===== src/hw/idm_pkg.sv =====
package idm_pkg;

	localparam int ADDR_W      = 32;
	localparam int WORD_W      = 40;
	localparam int IMM_W       = 32;
	localparam int PAD_W       = 8;
	localparam int SHORT_IMM_W = 16;
	localparam int UREG_W      = 7;
	localparam int IDX_SEL_W   = 3;

	// Y-element skew values.
	localparam logic [31:0] SKEW_BCAST  = 32'h0000_0000;
	localparam logic [31:0] SKEW_NORMAL = 32'h0000_0001;
	localparam logic [31:0] SKEW_SHORT  = 32'h0000_0002;

	// Instruction lengths in bits by format letter.
	localparam logic [5:0] LEN_A = 6'h30;
	localparam logic [5:0] LEN_B = 6'h20;
	localparam logic [5:0] LEN_C = 6'h10;

	// Universal register code space split: bit 6 set marks the complementary subset,
	// bit 5 is flipped to name a register's complement; bit 3 picks the generator that owns an index-group register.
	localparam int CPL_BIT = 6;
	localparam logic [UREG_W-1:0] CPL_FLIP = 7'h20;

	typedef enum logic [1:0] {
		IDM_FMT_A,
		IDM_FMT_B,
		IDM_FMT_C
	} idm_fmt_t;

	typedef enum logic [2:0] {
		IDM_OP_NONE,
		IDM_OP_PREMOD_RD,
		IDM_OP_PREMOD_WR,
		IDM_OP_IMM_MEM,
		IDM_OP_IMM_REG
	} idm_op_t;

	typedef struct packed {
		logic                   valid;
		idm_op_t                op;
		idm_fmt_t               fmt;
		logic                   pm_space;
		logic [IDX_SEL_W-1:0]   idx_sel;
		logic [IDX_SEL_W-1:0]   mod_sel;
		logic [UREG_W-1:0]      ureg;
		logic [IMM_W-1:0]       imm;
		logic                   long_word;
		logic                   reg40;
	} idm_instr_t;

	typedef struct packed {
		logic                   en;
		logic                   wr;
		logic                   pm_space;
		logic                   long_word;
		logic [ADDR_W-1:0]      addr;
		logic [WORD_W-1:0]      wdata;
	} idm_mem_t;

	typedef struct packed {
		logic                   en;
		logic [UREG_W-1:0]      sel;
		logic [WORD_W-1:0]      data;
	} idm_reg_t;

endpackage : idm_pkg


===== src/hw/idm_exec.sv =====
`timescale 1ns/1ps
// How it works
// [RULE1] SIMD premod: X at I+imm, Y adds k
// [RULE2] Premodified transfer never writes index back
// [RULE3] Software keeps ureg off the access's generator
// [RULE4] SIMD: X uses ureg, Y its complement
// [RULE5] Uncomplemented registers act as single stream
// [RULE6] Memory immediate fills upper 32, low 8 zero
// [RULE7] Memory immediate addresses I, then I+=M
// [RULE8] SIMD memory write: X at I, Y I+k
// [RULE9] k is 1 normal, 2 short, 0 broadcast
// [RULE10] X and Y accesses issue together
// [RULE11] Short form carries 16-bit immediate
// [RULE12] Register immediate: 40-bit target gets zero pad
// [RULE13] SIMD register immediate also loads complement
// [RULE14] Length from format: 48, 32, 16 bits
// [RULE15] Modifier is full 32-bit unsigned quantity
// [RULE16] Long-word qualifier forces long-word access
// [RULE17] Premod sum formed same cycle, wraps
// [RULE18] No complement means no Y access
module idm_exec
	import idm_pkg::*;
(
	input  wire logic                  core_clk_i,
	input  wire logic                  rst_n_i,
	input  wire logic                  clk_en_i,
	input  wire idm_instr_t            instr_i,
	input  wire logic                  simd_i,
	input  wire logic                  broadcast_i,
	input  wire logic                  short_word_i,
	input  wire logic [ADDR_W-1:0]     index_data_i,
	input  wire logic [ADDR_W-1:0]     modify_data_i,
	output idm_mem_t                   mem_x_o,
	output idm_mem_t                   mem_y_o,
	output idm_reg_t                   reg_x_o,
	output idm_reg_t                   reg_y_o,
	output logic                       idx_wr_o,
	output logic [IDX_SEL_W-1:0]       idx_wr_sel_o,
	output logic                       idx_wr_pm_o,
	output logic [ADDR_W-1:0]          idx_wr_data_o,
	output logic [5:0]                 instr_len_o,
	output logic                       illegal_o
);
	import idm_pkg::*;

	idm_mem_t          mem_x_reg;
	idm_mem_t          mem_y_reg;
	idm_mem_t          mem_x_next;
	idm_mem_t          mem_y_next;
	idm_reg_t          reg_x_reg;
	idm_reg_t          reg_y_reg;
	idm_reg_t          reg_x_next;
	idm_reg_t          reg_y_next;
	logic              idx_wr_reg;
	logic              idx_wr_next;
	logic [IDX_SEL_W-1:0] idx_sel_reg;
	logic              idx_pm_reg;
	logic [ADDR_W-1:0] idx_data_reg;
	logic [ADDR_W-1:0] idx_data_next;
	logic [5:0]        len_reg;
	logic [5:0]        len_next;
	logic              illegal_reg;
	logic              illegal_next;
	logic [IMM_W-1:0]  imm_eff;
	logic [WORD_W-1:0] imm_word;
	logic [ADDR_W-1:0] base_addr;
	logic [ADDR_W-1:0] y_addr;
	logic              has_cpl;
	logic              y_on;
	logic              same_gen;

	// The short form holds only 16 bits of immediate; upper bits are ignored.
	always_comb begin
		if (instr_i.fmt == IDM_FMT_A) begin
			imm_eff = instr_i.imm; // [RULE15]
		end else begin
			imm_eff = {{(IMM_W-SHORT_IMM_W){1'b0}}, instr_i.imm[SHORT_IMM_W-1:0]}; // [RULE11]
		end
	end

	assign imm_word = {imm_eff, {PAD_W{1'b0}}}; // [RULE6]

	// Premodified forms add the immediate; post-modify forms use the index alone.
	always_comb begin
		if (instr_i.op == IDM_OP_PREMOD_RD || instr_i.op == IDM_OP_PREMOD_WR) begin
			base_addr = index_data_i + imm_eff; // [RULE17]
		end else begin
			base_addr = index_data_i; // [RULE7]
		end
	end

	idm_skew u_skew (
		.simd_i       (simd_i),
		.broadcast_i  (broadcast_i),
		.short_word_i (short_word_i),
		.base_i       (base_addr),
		.y_addr_o     (y_addr)
	);

	assign has_cpl  = instr_i.ureg[CPL_BIT];
	assign y_on     = simd_i && has_cpl; // [RULE5]
	// Index registers sit in codes 0..15; bit 3 picks the program-side generator.
	assign same_gen = (instr_i.ureg[UREG_W-1:4] == 3'h0) && (instr_i.ureg[3] == instr_i.pm_space);

	always_comb begin
		mem_x_next    = '0;
		mem_y_next    = '0;
		reg_x_next    = '0;
		reg_y_next    = '0;
		idx_wr_next   = 1'b0;
		idx_data_next = idx_data_reg;
		illegal_next  = 1'b0;
		if (instr_i.valid) begin
			case (instr_i.op)
				IDM_OP_PREMOD_RD,
				IDM_OP_PREMOD_WR: begin
					illegal_next         = same_gen; // [RULE3]
					mem_x_next.en        = 1'b1;
					mem_x_next.wr        = (instr_i.op == IDM_OP_PREMOD_WR);
					mem_x_next.pm_space  = instr_i.pm_space;
					mem_x_next.long_word = instr_i.long_word; // [RULE16]
					mem_x_next.addr      = base_addr; // [RULE1]
					mem_y_next           = mem_x_next;
					mem_y_next.en        = y_on; // [RULE10] [RULE18]
					mem_y_next.addr      = y_addr; // [RULE1]
					if (instr_i.op == IDM_OP_PREMOD_RD) begin
						reg_x_next.sel = instr_i.ureg; // [RULE4]
						reg_y_next.sel = instr_i.ureg ^ CPL_FLIP; // [RULE4]
					end
					// Index stays put; no write-back is raised here. [RULE2]
				end
				IDM_OP_IMM_MEM: begin
					mem_x_next.en       = 1'b1;
					mem_x_next.wr       = 1'b1;
					mem_x_next.pm_space = instr_i.pm_space;
					mem_x_next.addr     = base_addr; // [RULE8]
					mem_x_next.wdata    = imm_word; // [RULE6]
					mem_y_next          = mem_x_next;
					mem_y_next.en       = simd_i; // [RULE8] [RULE10]
					mem_y_next.addr     = y_addr; // [RULE8]
					idx_wr_next         = 1'b1;
					idx_data_next       = index_data_i + modify_data_i; // [RULE7]
				end
				IDM_OP_IMM_REG: begin
					reg_x_next.en   = 1'b1;
					reg_x_next.sel  = instr_i.ureg;
					reg_x_next.data = instr_i.reg40 ? imm_word : {{PAD_W{1'b0}}, imm_eff}; // [RULE12]
					reg_y_next      = reg_x_next;
					reg_y_next.en   = y_on; // [RULE13] [RULE18]
					reg_y_next.sel  = instr_i.ureg ^ CPL_FLIP; // [RULE13]
				end
				default: begin
					illegal_next = (instr_i.op != IDM_OP_NONE);
				end
			endcase
		end
	end

	always_comb begin
		case (instr_i.fmt)
			IDM_FMT_A: len_next = LEN_A; // [RULE14]
			IDM_FMT_B: len_next = LEN_B; // [RULE14]
			IDM_FMT_C: len_next = LEN_C; // [RULE14]
			default:   len_next = LEN_A;
		endcase
	end

	// Both elements register on the same edge so their accesses stay aligned.
	always_ff @(posedge core_clk_i or negedge rst_n_i) begin
		if (!rst_n_i) begin
			mem_x_reg <= '0;
			mem_y_reg <= '0;
		end else if (clk_en_i) begin
			mem_x_reg <= mem_x_next; // [RULE10]
			mem_y_reg <= mem_y_next; // [RULE10]
		end
	end

	always_ff @(posedge core_clk_i or negedge rst_n_i) begin
		if (!rst_n_i) begin
			reg_x_reg <= '0;
			reg_y_reg <= '0;
		end else if (clk_en_i) begin
			reg_x_reg <= reg_x_next;
			reg_y_reg <= reg_y_next;
		end
	end

	always_ff @(posedge core_clk_i or negedge rst_n_i) begin
		if (!rst_n_i) begin
			idx_wr_reg   <= 1'b0;
			idx_sel_reg  <= '0;
			idx_pm_reg   <= 1'b0;
			idx_data_reg <= '0;
		end else if (clk_en_i) begin
			idx_wr_reg   <= idx_wr_next;
			idx_sel_reg  <= instr_i.idx_sel;
			idx_pm_reg   <= instr_i.pm_space;
			idx_data_reg <= idx_data_next;
		end
	end

	always_ff @(posedge core_clk_i or negedge rst_n_i) begin
		if (!rst_n_i) begin
			len_reg     <= '0;
			illegal_reg <= 1'b0;
		end else if (clk_en_i) begin
			len_reg     <= instr_i.valid ? len_next : 6'h00;
			illegal_reg <= illegal_next;
		end
	end

	assign mem_x_o       = mem_x_reg;
	assign mem_y_o       = mem_y_reg;
	assign reg_x_o       = reg_x_reg;
	assign reg_y_o       = reg_y_reg;
	assign idx_wr_o      = idx_wr_reg;
	assign idx_wr_sel_o  = idx_sel_reg;
	assign idx_wr_pm_o   = idx_pm_reg;
	assign idx_wr_data_o = idx_data_reg;
	assign instr_len_o   = len_reg;
	assign illegal_o     = illegal_reg;

endmodule : idm_exec


===== src/hw/idm_skew.sv =====
`timescale 1ns/1ps
module idm_skew
	import idm_pkg::*;
(
	input  wire logic                  simd_i,
	input  wire logic                  broadcast_i,
	input  wire logic                  short_word_i,
	input  wire logic [ADDR_W-1:0]     base_i,
	output logic      [ADDR_W-1:0]     y_addr_o
);

	logic [ADDR_W-1:0] k;

	always_comb begin
		if (!simd_i || broadcast_i) begin
			k = SKEW_BCAST; // [RULE9]
		end else if (short_word_i) begin
			k = SKEW_SHORT; // [RULE9]
		end else begin
			k = SKEW_NORMAL; // [RULE9]
		end
	end

	// Wraps modulo the address space on purpose.
	assign y_addr_o = base_i + k;

endmodule : idm_skew


===== config.mk =====
export PLATFORM = sky130hd
export DESIGN_NAME = idm_exec
export DESIGN_NICKNAME = d
export VERILOG_FILES = /design/src/hw/idm_pkg.sv /design/src/hw/idm_exec.sv /design/src/hw/idm_skew.sv
export SDC_FILE = /design/constraint.sdc
export NUM_CORES = 1
export LEC_CHECK = 0
export BUFFER_PORTS_ARGS = -buffer_cell sky130_fd_sc_hd__buf_2
export CAP_MARGIN = 20
export CELL_PAD_IN_SITES_DETAIL_PLACEMENT = 0
export CELL_PAD_IN_SITES_GLOBAL_PLACEMENT = 2
export CORE_MARGIN = 2
export CORE_UTILIZATION = 34
export DETAILED_ROUTE_END_ITERATION = 10
export PLACE_DENSITY_LB_ADDON = 0.1
export SLEW_MARGIN = 25
export SYNTH_ARGS = -nofsm -noshare
export SYNTH_HDL_FRONTEND = slang
export SYNTH_SLANG_ARGS = --single-unit

===== constraint.sdc =====
create_clock -name core_clk_i -period 2.6 [get_ports core_clk_i]
set_clock_uncertainty 0.05 [all_clocks]
set_input_delay 0.13 -clock core_clk_i [delete_from_list [all_inputs] [get_ports core_clk_i]]
set_output_delay 0.13 -clock core_clk_i [all_outputs]
set_load 0.005 [all_outputs]

==> impl_metrics.yaml <==
global_routing:
  grt_pass1_vias: 13510
  grt_usage: 0.2542
  grt_max_degree: 167
  grt_pass1_wl_mm: 82.34
  overflow: 0
  antenna_found_initial: 0
synthesis:
  ys_seq_elements: 208
  synthCells: 1463
  seq_area_frac_synth: 0.3735
  synth_ff_type: "dfrtp_1"
  synth_edf_count: 0
  postSynthAreaPerCell_um2: 9.526
  synthArstFlopShare: 1.000
  netlist_area_um2: 13940
  synth_cell_type_count: 108
  yosys_warnings: 0
routing:
  dr_wl_met3_mm: 2.709
  drtPass1Iterations: 5
  routed.top_layer: "met4"
  vias: 14010
  wirelength_mm: 55.63
  ant_nets: 0
  via_per_inst: 5.180
  drt_iter0_markers: 751
  route.detailed.drc: 0
  drt-wirelength-per-cell_um: 20.56
  wl_met2_mm: 25.81
  wl_met1_mm: 25.61
floorplanning:
  start_util: 0.3429
  die_w_um: 206.5
  die_h_um: 206.5
  ios: 416
  coreArea_um2: 40650
  die-area_um2: 42630
  row_count: 74
clocking:
  htree_levels: 1
  cts_tree: "done"
  path_clk_slew_ps: 60
  cts_root_buf: "clkbuf_16"
  clockBufferDepth: 3
  numCtsBuffers: 25
  cts_sinks: 208
  clk-insertion-delay-late_ps: 550
critical_path:
  slowest_stage: "or4_4"
  crit_fanout: 5
  cp_cell_sequence: "buf_8, ha_4, fa_2, a21o_1, a221oi_4, buf_6, o21ai_4, a31oi_4, o31a_1, nor2_2, o311a_1, a21oi_4, nand2_2, or4_4, a32o_1"
  endpoint_kind: "register"
  crit_required_ps: 2990
  cp_data_arrival_time_ps: 3570
  critPathKind: "input port to register"
  slowest_delay_ps: 530
  start_kind: "input port"
power:
  pwr_density_cell_nw_per_um2: 492.6
  max-vdd-ir-drop_mv: 0.4426
  power_leakage_nw: 10.48
place:
  place_ws_ps: -1256
  dp_hpwl_mm: 43.64
  portBuffers: 392
  gp_congestion: 0.8795
final_layout:
  fin_util: 0.5082
  drive_above_1_share: 0.4445
  fillCellCount: 3991
  layout.nets: 2339
  diodes: 0
  area_growth_pct: 48.20
  multi_input_area_um2: 8264
  seq_area_um2: 5205
sta:
  finalWorstSetupSlack_ps: -585.8
  fmax_ghz: 0.3139
  worst_pin_slew_ps: 754.0
  slew-limit-headroom: 0.4974
  finalMaxSlewViolations: 0
  setup_viol_count_final: 18
  grt_setup_unrepaired: "true"
  hold_viol: 0
  fin_crit_ps: 3186
  post-route-period-util: 1.225
status:
  violations: "setup timing"
  outcome: "finished with violations"
hold_path:
  hold_path.class: "input port to register"
flow_run:
  maxCapViolCount: 0
[worst max-delay path: cells and delay by family]
family | cells | cell delay [ps]
buf+inv | 2 | 280
fa+ha+maj | 2 | 510
compound gates | 8 | 1910
simple gates | 3 | 710
[Yosys cell counts, types with 6 or more instances]
cell	instances	area share
ha_1	53	0.048
or2_2	8	0.0036
a21oi_1	58	0.021
nor2_1	56	0.015
o31ai_1	15	0.0081
o21ai_0	76	0.027
nand2_1	127	0.034
nor2b_1	15	0.0067
a21o_1	35	0.019
a22o_1	93	0.058
and3_1	14	0.0063
a31oi_1	6	0.0027
and2_1	13	0.0058
nor3_1	25	0.0090
clkbuf_1	64	0.017
buf_4	90	0.048
o21a_1	9	0.0048
a32o_1	10	0.0072
xor2_1	29	0.018
buf_2	16	0.0057
buf_1	7	0.0019
mux2i_1	17	0.012
nand4b_1	6	0.0038
o211ai_1	13	0.0070
inv_1	35	0.0094
nand2b_1	13	0.0058
nand4_1	8	0.0036
or3_1	14	0.0063
nor3b_1	6	0.0032
dfrtp_1	208	0.37
a211o_1	10	0.0063
o2bb2ai_1	62	0.039
xnor2_1	46	0.029
a32oi_1	7	0.0044
nand3_1	41	0.015
a211oi_1	7	0.0038
mux2_2	7	0.0057
[path summary, 6_finish.rpt]
check,slack (ps),endpoint,cells after the start,start
max reg2reg,1640,idx_wr_data_o[30],2,idx_wr_data_o[30]
max in group asynchronous,1600,idx_wr_data_o[24],3,rst_n_i
min in group asynchronous,110,mem_x_o[11],2,rst_n_i
max,-590,mem_y_o[70],15,instr_i[2]
min reg2reg,420,idx_wr_data_o[5],2,idx_wr_data_o[5]
min,20,mem_x_o[29],4,instr_i[23]
[what timing repair did]
action,in CTS,in global routing
setup buffers,12,20
hold buffers,40,0
pin swaps,34,48
gates resized for setup,43,60
endpoints found under the hold margin,206,0
setup endpoints to repair,29,37
[cell usage in the layout (no fill, tap or decap), types with 35 or more instances in the layout]
cell type | netlist | layout
a22o_1 | 93 | 93
a21oi_1 | 58 | 49
a21o_1 | 35 | 35
buf_4 | 90 | 374
nor2_1 | 56 | 51
o21ai_0 | 76 | 68
nand2_1 | 127 | 122
buf_2 | 16 | 387
dlygate4sd3_1 | 0 | 40
nand3_1 | 41 | 36
dfrtp_1 | 208 | 208
ha_1 | 53 | 46
xnor2_1 | 46 | 38
o2bb2ai_1 | 62 | 62
[sequential cells by signal (all words and copies together) (netlist names)]
signal,cells
idx_wr_sel_o,3
instr_len_o,2
mem_y_o,50
idx_wr_pm_o,1
reg_x_o,48
illegal_o,1
mem_x_o,68
idx_wr_o,1
idx_wr_data_o,32
reg_y_o,2
[final cells by class]
class	instances	share of cell area
multi-input cells	1058	0.4001
repair buffers	830	0.2691
flip-flops and latches	208	0.2520
clock buffers	36	0.03520
well taps	532	0.03223
inverters	36	0.006785
clock inverters	5	0.004543
[where the power goes]
group          internal, mW  switching, mW  total (mW)
clock                  2.13           1.44        3.57
sequential             3.47          0.138        3.61
combinational          1.45           1.55        3.00
total                  7.05           3.12        10.2
[layer usage]
metal  GRT usage  vias to the layer above
li1            -                     6762
met1      0.3561                     6826
met2      0.4139                      360
met3     0.02854                       63
met4     0.06990                        0
met5           0                        -
[cell families after synthesis]
kind of cell,Yosys count,synth area share
AND/OR/NAND/NOR,391,0.1506
other,1,0.0002691
XOR/XNOR,78,0.05108
adder cells (fa/ha/maj),61,0.05548
AO/OA/AOI/OAI,484,0.2660
multiplexers,24,0.01787
buffers and inverters,216,0.08520
flip-flops,208,0.3735
[metrics by stage]
stage | total power [mW] | cell area (um2) | hold slack [ps] | cells | setup TNS, ps
after floorplan | 5.039 | 14360 | -215.6 | 1482 | -11010
after global placement | 6.424 | 18760 | 92.86 | 2596 | -35960
after detailed placement | 6.448 | 18760 | 92.98 | 2596 | -37590
after CTS | 10.19 | 20230 | 5.427 | 2688 | -5879
after global routing | 10.73 | 20650 | 17.13 | 2705 | -8185
final | 10.18 | 20650 | 24.78 | 2705 | -5695
Note: power is estimated with default switching activity, not from simulation.
